<file path="src/inc/rcf_pkg.sv">
// package of constants and types for the receive control frame status block
`default_nettype none

package rcf_pkg;

  // apb register byte offsets
  localparam logic [7:0] RCF_CTRL_OFS = 8'h00;
  localparam logic [7:0] RCF_STATUS_OFS = 8'h04;
  localparam logic [7:0] RCF_INT_EN_OFS = 8'h08;
  localparam logic [7:0] RCF_INT_CLR_OFS = 8'h0C;
  localparam logic [7:0] RCF_LAST_TYPE_OFS = 8'h10;

  // control register field positions
  localparam int RCF_CTRL_FWD_BIT = 0;
  localparam int RCF_CTRL_MODE_BIT = 1;

  // type vector bit positions
  localparam int RCF_TYPE_STD_FC_BIT = 0;
  localparam int RCF_TYPE_PFC_BIT = 1;
  localparam int RCF_TYPE_OTHER_BIT = 2;
  localparam int RCF_TYPE_W = 3;

  // reset values
  localparam logic RCF_FWD_RST = 1'h0;
  localparam logic [RCF_TYPE_W-1:0] RCF_TYPE_RST = 3'h0;
  localparam logic [RCF_TYPE_W-1:0] RCF_STATUS_RST = 3'h0;
  localparam logic [RCF_TYPE_W-1:0] RCF_INT_EN_RST = 3'h0;
  localparam logic [31:0] RCF_RDATA_RST = 32'h0000_0000;

  // flow control mode of the mac
  typedef enum logic [1:0] {
    RCF_MODE_STD = 2'h1,
    RCF_MODE_PFC = 2'h2
  } rcf_fc_mode_e;

  // classification of the word leaving the receive mac
  typedef struct packed {
    logic eop;
    logic std_fc;
    logic pfc;
    logic other_ctrl;
  } rcf_rx_in_s;

  // status handed to the client
  typedef struct packed {
    logic eop;
    logic [RCF_TYPE_W-1:0] ctrl_type;
  } rcf_rx_out_s;

endpackage

`default_nettype wire

</file>
<file path="src/rtl/rcf_rx_ctrl_frame_status.sv">
// receive control frame type reporting with apb registers and interrupt
//
// Design decisions made here: the APB register port and the placing of the registers.
`timescale 1ns/1ps
`default_nettype none

module rcf_rx_ctrl_frame_status
  import rcf_pkg::*;
(
  input wire logic pclk,
  input wire logic presetn,
  input wire logic psel,
  input wire logic penable,
  input wire logic pwrite,
  input wire logic [7:0] paddr,
  input wire logic [31:0] pwdata,
  output logic [31:0] prdata,
  output logic pready,
  output logic pslverr,
  input wire rcf_rx_in_s rx_in,
  output rcf_rx_out_s rx_out,
  output logic irq
);

  // configuration and state registers
  logic fwd_ctrl_reg;
  rcf_fc_mode_e fc_mode_reg;
  logic [RCF_TYPE_W-1:0] status_reg;
  logic [RCF_TYPE_W-1:0] status_next;
  logic [RCF_TYPE_W-1:0] int_en_reg;
  logic [RCF_TYPE_W-1:0] int_en_next;
  logic [RCF_TYPE_W-1:0] last_type_reg;
  logic [RCF_TYPE_W-1:0] type_next;
  logic [RCF_TYPE_W-1:0] type_reg;
  logic eop_reg;
  logic irq_reg;
  logic [31:0] prdata_reg;
  logic [31:0] prdata_next;
  logic pready_reg;
  logic pslverr_reg;
  logic pslverr_next;
  logic setup_phase;
  logic wr_done;
  logic [RCF_TYPE_W-1:0] clr_mask;

  assign setup_phase = psel && !penable;
  assign wr_done = psel && penable && pready_reg && pwrite;
  assign clr_mask = (wr_done && paddr == RCF_INT_CLR_OFS) ? pwdata[RCF_TYPE_W-1:0] : 3'h0;
  // enable mask as it stands after this cycle's write, so irq never lags it
  assign int_en_next = (wr_done && paddr == RCF_INT_EN_OFS) ? pwdata[RCF_TYPE_W-1:0]
    : int_en_reg;

  // classify the current word; flags only on eop, suppressed per mode
  always_comb begin
    type_next = RCF_TYPE_RST;
    if (rx_in.eop) begin
      type_next[RCF_TYPE_STD_FC_BIT] = rx_in.std_fc;
      type_next[RCF_TYPE_PFC_BIT] = rx_in.pfc;
      type_next[RCF_TYPE_OTHER_BIT] = rx_in.other_ctrl;
      if (!fwd_ctrl_reg && fc_mode_reg == RCF_MODE_STD) begin
        type_next[RCF_TYPE_STD_FC_BIT] = 1'h0;
      end
      if (!fwd_ctrl_reg && fc_mode_reg == RCF_MODE_PFC) begin
        type_next[RCF_TYPE_PFC_BIT] = 1'h0;
      end
    end
  end

  // client-facing outputs, one cycle behind the mac word
  always_ff @(posedge pclk or negedge presetn) begin
    if (!presetn) begin
      type_reg <= RCF_TYPE_RST;
      eop_reg <= 1'h0;
    end else begin
      type_reg <= type_next;
      eop_reg <= rx_in.eop;
    end
  end

  // last reported nonzero vector, for software inspection
  always_ff @(posedge pclk or negedge presetn) begin
    if (!presetn) begin
      last_type_reg <= RCF_TYPE_RST;
    end else if (type_next != RCF_TYPE_RST) begin
      last_type_reg <= type_next;
    end
  end

  // sticky events; a new event beats a simultaneous clear
  always_comb begin
    status_next = (status_reg & ~clr_mask) | type_next;
  end

  always_ff @(posedge pclk or negedge presetn) begin
    if (!presetn) begin
      status_reg <= RCF_STATUS_RST;
    end else begin
      status_reg <= status_next;
    end
  end

  // level interrupt from enabled sticky bits, tracking status and enable together
  always_ff @(posedge pclk or negedge presetn) begin
    if (!presetn) begin
      irq_reg <= 1'h0;
    end else begin
      irq_reg <= |(status_next & int_en_next);
    end
  end

  // software-written configuration, applied at the access edge
  always_ff @(posedge pclk or negedge presetn) begin
    if (!presetn) begin
      fwd_ctrl_reg <= RCF_FWD_RST;
      fc_mode_reg <= RCF_MODE_STD;
      int_en_reg <= RCF_INT_EN_RST;
    end else if (wr_done) begin
      case (paddr)
        RCF_CTRL_OFS: begin
          fwd_ctrl_reg <= pwdata[RCF_CTRL_FWD_BIT];
          fc_mode_reg <= pwdata[RCF_CTRL_MODE_BIT] ? RCF_MODE_PFC : RCF_MODE_STD;
        end
        RCF_INT_EN_OFS: begin
          int_en_reg <= pwdata[RCF_TYPE_W-1:0];
        end
        default: begin
          int_en_reg <= int_en_reg;
        end
      endcase
    end
  end

  // read mux and unmapped-address decode, prepared in the setup cycle
  always_comb begin
    prdata_next = RCF_RDATA_RST;
    pslverr_next = 1'h0;
    case (paddr)
      RCF_CTRL_OFS: begin
        prdata_next[RCF_CTRL_FWD_BIT] = fwd_ctrl_reg;
        prdata_next[RCF_CTRL_MODE_BIT] = (fc_mode_reg == RCF_MODE_PFC);
      end
      RCF_STATUS_OFS: begin
        prdata_next[RCF_TYPE_W-1:0] = status_reg;
      end
      RCF_INT_EN_OFS: begin
        prdata_next[RCF_TYPE_W-1:0] = int_en_reg;
      end
      RCF_INT_CLR_OFS: begin
        prdata_next = RCF_RDATA_RST;
      end
      RCF_LAST_TYPE_OFS: begin
        prdata_next[RCF_TYPE_W-1:0] = last_type_reg;
      end
      default: begin
        pslverr_next = 1'h1;
      end
    endcase
  end

  // apb answer: ready in the first access cycle, dropped after it
  always_ff @(posedge pclk or negedge presetn) begin
    if (!presetn) begin
      prdata_reg <= RCF_RDATA_RST;
      pready_reg <= 1'h0;
      pslverr_reg <= 1'h0;
    end else if (setup_phase) begin
      prdata_reg <= pwrite ? RCF_RDATA_RST : prdata_next;
      pready_reg <= 1'h1;
      pslverr_reg <= pslverr_next;
    end else begin
      prdata_reg <= RCF_RDATA_RST;
      pready_reg <= 1'h0;
      pslverr_reg <= 1'h0;
    end
  end

  // outputs straight from flip-flops
  assign prdata = prdata_reg;
  assign pready = pready_reg;
  assign pslverr = pslverr_reg;
  assign rx_out = '{eop: eop_reg, ctrl_type: type_reg};
  assign irq = irq_reg;

  // reported vector against the word it came from
  chk_quiet_no_eop: assert property (@(posedge pclk) disable iff (!presetn)
    !rx_in.eop |=> rx_out.ctrl_type == 3'h0)
    else $error("type vector nonzero outside eop");

  chk_type_needs_eop: assert property (@(posedge pclk) disable iff (!presetn)
    rx_out.ctrl_type != 3'h0 |-> rx_out.eop)
    else $error("type flag shown without eop");

  chk_eop_aligned: assert property (@(posedge pclk) disable iff (!presetn)
    rx_out.eop == $past(rx_in.eop))
    else $error("eop and type vector misaligned");

  chk_data_frame_zero: assert property (@(posedge pclk) disable iff (!presetn)
    rx_in.eop && !rx_in.std_fc && !rx_in.pfc && !rx_in.other_ctrl
    |=> rx_out.ctrl_type == 3'h0)
    else $error("data frame reported as control frame");

  // type flags: flow control passed or held at zero by mode and forwarding, other control always passed
  chk_std_fc_flag: assert property (@(posedge pclk) disable iff (!presetn)
    rx_in.eop && rx_in.std_fc && (fwd_ctrl_reg || fc_mode_reg != RCF_MODE_STD)
    |=> rx_out.ctrl_type[RCF_TYPE_STD_FC_BIT])
    else $error("standard flow control frame not flagged");

  chk_std_only_std: assert property (@(posedge pclk) disable iff (!presetn)
    rx_in.eop && !rx_in.std_fc |=> !rx_out.ctrl_type[RCF_TYPE_STD_FC_BIT])
    else $error("standard flow control flag without such a frame");

  chk_std_suppress: assert property (@(posedge pclk) disable iff (!presetn)
    !fwd_ctrl_reg && fc_mode_reg == RCF_MODE_STD
    |=> !rx_out.ctrl_type[RCF_TYPE_STD_FC_BIT])
    else $error("standard flow control flag not suppressed");

  chk_pfc_flag: assert property (@(posedge pclk) disable iff (!presetn)
    rx_in.eop && rx_in.pfc && (fwd_ctrl_reg || fc_mode_reg != RCF_MODE_PFC)
    |=> rx_out.ctrl_type[RCF_TYPE_PFC_BIT])
    else $error("priority flow control frame not flagged");

  chk_pfc_only_pfc: assert property (@(posedge pclk) disable iff (!presetn)
    rx_in.eop && !rx_in.pfc |=> !rx_out.ctrl_type[RCF_TYPE_PFC_BIT])
    else $error("priority flow control flag without such a frame");

  chk_pfc_suppress: assert property (@(posedge pclk) disable iff (!presetn)
    !fwd_ctrl_reg && fc_mode_reg == RCF_MODE_PFC
    |=> !rx_out.ctrl_type[RCF_TYPE_PFC_BIT])
    else $error("priority flow control flag not suppressed");

  chk_other_ctrl: assert property (@(posedge pclk) disable iff (!presetn)
    rx_in.eop |=> rx_out.ctrl_type[RCF_TYPE_OTHER_BIT] == $past(rx_in.other_ctrl))
    else $error("other control frame flag wrong");

  // sticky status, last vector and interrupt level
  chk_status_set_wins: assert property (@(posedge pclk) disable iff (!presetn)
    (rx_out.ctrl_type & ~status_reg) == 3'h0)
    else $error("reported event missing from status");

  chk_status_sticky: assert property (@(posedge pclk) disable iff (!presetn)
    !wr_done |=> ($past(status_reg) & ~status_reg) == 3'h0)
    else $error("status bit dropped without a clear");

  chk_clear_write_lands: assert property (@(posedge pclk) disable iff (!presetn)
    (clr_mask & ~type_next) != 3'h0
    |=> (status_reg & $past(clr_mask) & ~$past(type_next)) == 3'h0)
    else $error("status bit survived its clear");

  chk_last_type_kept: assert property (@(posedge pclk) disable iff (!presetn)
    type_next != RCF_TYPE_RST |=> last_type_reg == $past(type_next))
    else $error("last vector not captured");

  chk_irq_level: assert property (@(posedge pclk) disable iff (!presetn)
    irq == (|(status_reg & int_en_reg)))
    else $error("interrupt level differs from enabled status");

  chk_sticky_irq: assert property (@(posedge pclk) disable iff (!presetn)
    (|(type_next & int_en_reg)) && !wr_done |=> irq ##1 (irq || $past(wr_done)))
    else $error("enabled event did not raise interrupt");

  // apb answer timing and qualifiers
  chk_apb_ready: assert property (@(posedge pclk) disable iff (!presetn)
    setup_phase |=> pready ##1 !pready)
    else $error("apb ready not one cycle after setup");

  chk_ready_after_setup: assert property (@(posedge pclk) disable iff (!presetn)
    pready |-> $past(setup_phase))
    else $error("apb ready without a setup cycle");

  chk_err_with_ready: assert property (@(posedge pclk) disable iff (!presetn)
    pslverr |-> pready)
    else $error("apb error outside the answer cycle");

  chk_rdata_idle: assert property (@(posedge pclk) disable iff (!presetn)
    !pready |-> prdata == RCF_RDATA_RST)
    else $error("read data nonzero outside the answer cycle");

  chk_clear_reads_zero: assert property (@(posedge pclk) disable iff (!presetn)
    pready && !pwrite && paddr == RCF_INT_CLR_OFS |-> prdata == RCF_RDATA_RST)
    else $error("clear register read nonzero");

  // main scenarios
  cov_std_fc: cover property (@(posedge pclk) disable iff (!presetn)
    rx_out.ctrl_type[RCF_TYPE_STD_FC_BIT]);
  cov_pfc_suppressed: cover property (@(posedge pclk) disable iff (!presetn)
    rx_in.eop && rx_in.pfc && !fwd_ctrl_reg && fc_mode_reg == RCF_MODE_PFC);
  cov_std_suppressed: cover property (@(posedge pclk) disable iff (!presetn)
    rx_in.eop && rx_in.std_fc && !fwd_ctrl_reg && fc_mode_reg == RCF_MODE_STD);
  cov_other_irq: cover property (@(posedge pclk) disable iff (!presetn)
    rx_out.ctrl_type[RCF_TYPE_OTHER_BIT] ##1 irq);
  cov_clear_meets_event: cover property (@(posedge pclk) disable iff (!presetn)
    |(type_next & clr_mask));

endmodule // rcf_rx_ctrl_frame_status

`default_nettype wire

</file>
<file path="config.mk">
export PLATFORM = sky130hd
export DESIGN_NAME = rcf_rx_ctrl_frame_status
export DESIGN_NICKNAME = d
export VERILOG_FILES = /design/src/inc/rcf_pkg.sv /design/src/rtl/rcf_rx_ctrl_frame_status.sv
export SDC_FILE = /design/constraint.sdc
export NUM_CORES = 1
export LEC_CHECK = 0
export BUFFER_PORTS_ARGS = -buffer_cell sky130_fd_sc_hd__buf_2
export CORE_MARGIN = 2
export CORE_UTILIZATION = 36
export DETAILED_ROUTE_END_ITERATION = 10
export GPL_TIMING_DRIVEN = 0
export PLACE_DENSITY = 0.81
export REMOVE_ABC_BUFFERS = 1
export SLEW_MARGIN = 30
export SYNTH_ARGS = -nofsm -noshare
export SYNTH_HDL_FRONTEND = slang
export SYNTH_SLANG_ARGS = --single-unit
</file>
<file path="constraint.sdc">
create_clock -name pclk -period 1.6 [get_ports pclk]
set_input_delay 0.24 -clock pclk [delete_from_list [all_inputs] [get_ports pclk]]
set_output_delay 0.24 -clock pclk [all_outputs]
set_load 0.01 [all_outputs]
</file>
==> flow_metrics.tcl <==
set metrics [dict create \
    path_clk_slew_ps 120 \
    whs_path_depth 1 \
    grt.total_usage_pct 11.6 \
    place_congestion 0.808 \
    hold_violations 0 \
    antenna_found_initial 0 \
    wl_per_cell_um 10.6 \
    cts_htree_levels 1 \
    worstHoldStart "rx_in[3]" \
    power.internal_w 0.000760 \
    wl_um 2140 \
    fin_crit_sh_pct 107 \
    cts_tree "yes" \
    worst_slack_ps -118 \
    fill_cells 341 \
    cts_root_buffer "clkbuf_4" \
    peakVddDrop_mv 0.187 \
    dpl.hpwl_um 1580 \
    min_to "eop_reg$_DFF_PN0_" \
    fmax_mhz 582 \
    grt.overflow.total 0 \
    start_kind "register" \
    cts.path.max_buffers 2 \
    diodes 0 \
    syn_to_final_growth_pct 15.0 \
    maxCapViolCount 0 \
    crit_type "reg -> reg" \
    num_vias 890 \
    core_mm2 0.00331 \
    ant_nets 0 \
    startpoint "pready$_DFF_PN0_" \
    numPortBuffers 29 \
    clkPwrFrac_pct 29.7 \
    cp_cell_sequence "nand4_1 > or4b_4 > o21ai_4 > a21boi_1 > a221o_1" \
    grt_start_max_net_pins 23 \
    die_w_um 62.3 \
    p_total_w 0.00103 \
    slowest_delay_ps 590 \
    status "complete, but fails checks" \
    netlist_instances 124 \
    clock-sinks 22 \
    rrSetupSlack_ps -120 \
    tightest_slew_ps 508 \
    endpoint_kind "register" \
    power_switching_w 0.000275 \
    grt_pass1_wl_um 3660 \
    yosysUniqueCellTypes 33 \
    pin_count 88 \
    grt_pass1_vias 852 \
    drtIter0Drc 31 \
    initial_utilization_pct 36.9 \
    max_slew_margin_pct 66.0 \
    cp_data_required_time_ps 1800 \
    yosysWarnings 0 \
    crit_fanout 3 \
    setup_violations 3 \
    syn_area_mm2 0.00122 \
    cts_made_buffers 3 \
    combPwrFrac_pct 13.9 \
    rr_worst_depth 5 \
    place_area_mm2 0.00129 \
    total_leakage_power_nw 0.769 \
    drc_errors 0 \
    clock_skew_ps 0.745 \
    cp_slowest_cell "or4b_4" \
    synth-seq-cells 22 \
    rows 21 \
    multiInputGateArea_um2 546 \
    die-area_mm2 0.00388 \
    layout.nets 206 \
    reg2reg_to "irq$_DFF_PN0_" \
    drive_above_1_share_pct 31.4 \
    dr.pass1.iters 4 \
    seq_area_frac_synth_pct 45.1 \
    p_seq_share_pct 56.4 \
    seqCellArea_um2 552 \
    synth_area_per_cell_um2 9.86 \
    vias_per_cell 4.41 \
    power.density_mw_per_mm2 736 \
    die_y_um 62.3 \
    hold_path.class "in -> reg" \
    drv_slew 0 \
    fin_area_mm2 0.00141 \
    rsz0062_at_grt "yes" \
    min_period_ps 1720 \
    crit_arrival_ps 1920 \
    r2r_start "pready$_DFF_PN0_" \
    violations "setup timing" \
    clock_latency_ps 310 \
    switching_share_pct 26.6 \
]
[how the worst max path moves through the flow]
stage,to,slack [ps]
after global placement,fwd_ctrl_reg$_DFFE_PN0P_,-280
final,irq$_DFF_PN0_,-120
after CTS,irq$_DFF_PN0_,-130
after detailed placement,irq$_DFF_PN0_,-300
after floorplan,fwd_ctrl_reg$_DFFE_PN0P_,-100
after global routing,irq$_DFF_PN0_,-210
[worst max-delay path, delay by kind of cell, from the launching register on]
kind / cells / cell delay (ps)
flip-flops: 1 / 370
AND/OR/NAND/NOR: 2 / 720
AO/OA/AOI/OAI: 3 / 520
[cell usage in the layout (no fill, tap or decap), drive strengths merged, types with 4 or more instances in the layout]
cell type | Yosys | layout
conb | 1 | 29
mux2 | 4 | 4
nor2 | 5 | 5
o21ai | 8 | 8
dfrtp | 21 | 21
inv | 8 | 8
buf | 31 | 32
nand2 | 10 | 10
nand3 | 5 | 5
a21oi | 5 | 5
clkbuf | 2 | 4
[synthesized netlist by cell type]
| master | number | share of area, % |
|---|---|---|
| a22oi_1 | 1 | 0.61 |
| nor4_4 | 1 | 1.7 |
| and4bb_2 | 1 | 1.0 |
| clkbuf_1 | 2 | 0.61 |
| mux2_2 | 4 | 3.7 |
| mux2i_1 | 1 | 0.82 |
| a21boi_1 | 1 | 0.61 |
| conb_1 | 1 | 0.31 |
| buf_4 | 30 | 18 |
| nor2_1 | 5 | 1.5 |
| a31o_2 | 1 | 0.72 |
| dfrtp_1 | 21 | 43 |
| o2111a_1 | 1 | 0.92 |
| a221o_1 | 1 | 0.82 |
| o211ai_1 | 1 | 0.61 |
| nor3_2 | 1 | 0.82 |
| nor3b_1 | 2 | 1.2 |
| nor4b_1 | 1 | 0.72 |
| and2_1 | 2 | 1.0 |
| buf_1 | 1 | 0.31 |
| o21ai_1 | 1 | 0.41 |
| inv_1 | 8 | 2.5 |
| nand4_1 | 1 | 0.51 |
| nand2b_1 | 2 | 1.0 |
| a21oi_1 | 5 | 2.0 |
| o21ai_0 | 7 | 2.9 |
| dfstp_2 | 1 | 2.1 |
| nand3_1 | 5 | 2.0 |
| o21a_1 | 1 | 0.61 |
| nand2_1 | 10 | 3.1 |
| a41o_1 | 2 | 1.6 |
| nor2b_1 | 1 | 0.51 |
| or4b_4 | 1 | 1.1 |
[metrics by stage]
stage / setup slack, ps / std cells / util, % / hold slack (ps) / setup TNS [ps]
after floorplan: -100 / 119 / - / -55.6 / -180
after global placement: -276 / 194 / 39.1 / 220 / -662
after detailed placement: -302 / 194 / 39.1 / 224 / -766
after CTS: -129 / 202 / 41.8 / 74.1 / -203
after global routing: -207 / 202 / 42.5 / 66.2 / -524
final: -118 / 202 / 42.5 / 71.8 / -224
[power by group through the flow]
stage          sequential, W  clock (W)  combinational, W
2_1_floorplan       0.000594          0         0.0000626
3_3_place_gp        0.000591          0          0.000128
3_5_place_dp        0.000592          0          0.000132
4_1_cts             0.000582   0.000307          0.000140
5_1_grt             0.000585   0.000327          0.000160
6_report            0.000583   0.000308          0.000144
[cell families after synthesis]
group / after synthesis / share of synthesized area, %
buf+inv: 41 / 21.8
simple gates: 33 / 16.4
mux: 5 / 4.50
other cells: 1 / 0.307
flops: 22 / 45.1
compound gates: 22 / 11.9
[per-layer routing]
metal / vias to the layer above / share of wire (%) / GRT usage, %
met4: 0 / 2.0 / 5.00
li1: 421 / - / -
met3: 7 / 5.0 / 2.17
met1: 429 / 37 / 12.9
met2: 33 / 56 / 21.6
met5: - / 0 / 0
[cell type report]
class / instances / share of cell area [%]
inverters: 8 / 2.14
flip-flops and latches: 22 / 39.2
well taps: 46 / 4.09
clock buffers: 4 / 2.58
multi-input cells: 89 / 38.8
repair buffers: 33 / 13.2
[repair_timing]
action,in CTS,in global routing
endpoints found under the hold margin,21,0
pin swaps,5,2
setup buffers,3,0
hold buffers,1,0
gates resized for setup,5,6
setup endpoints to repair,2,5
(Power assumes the default switching activity.)
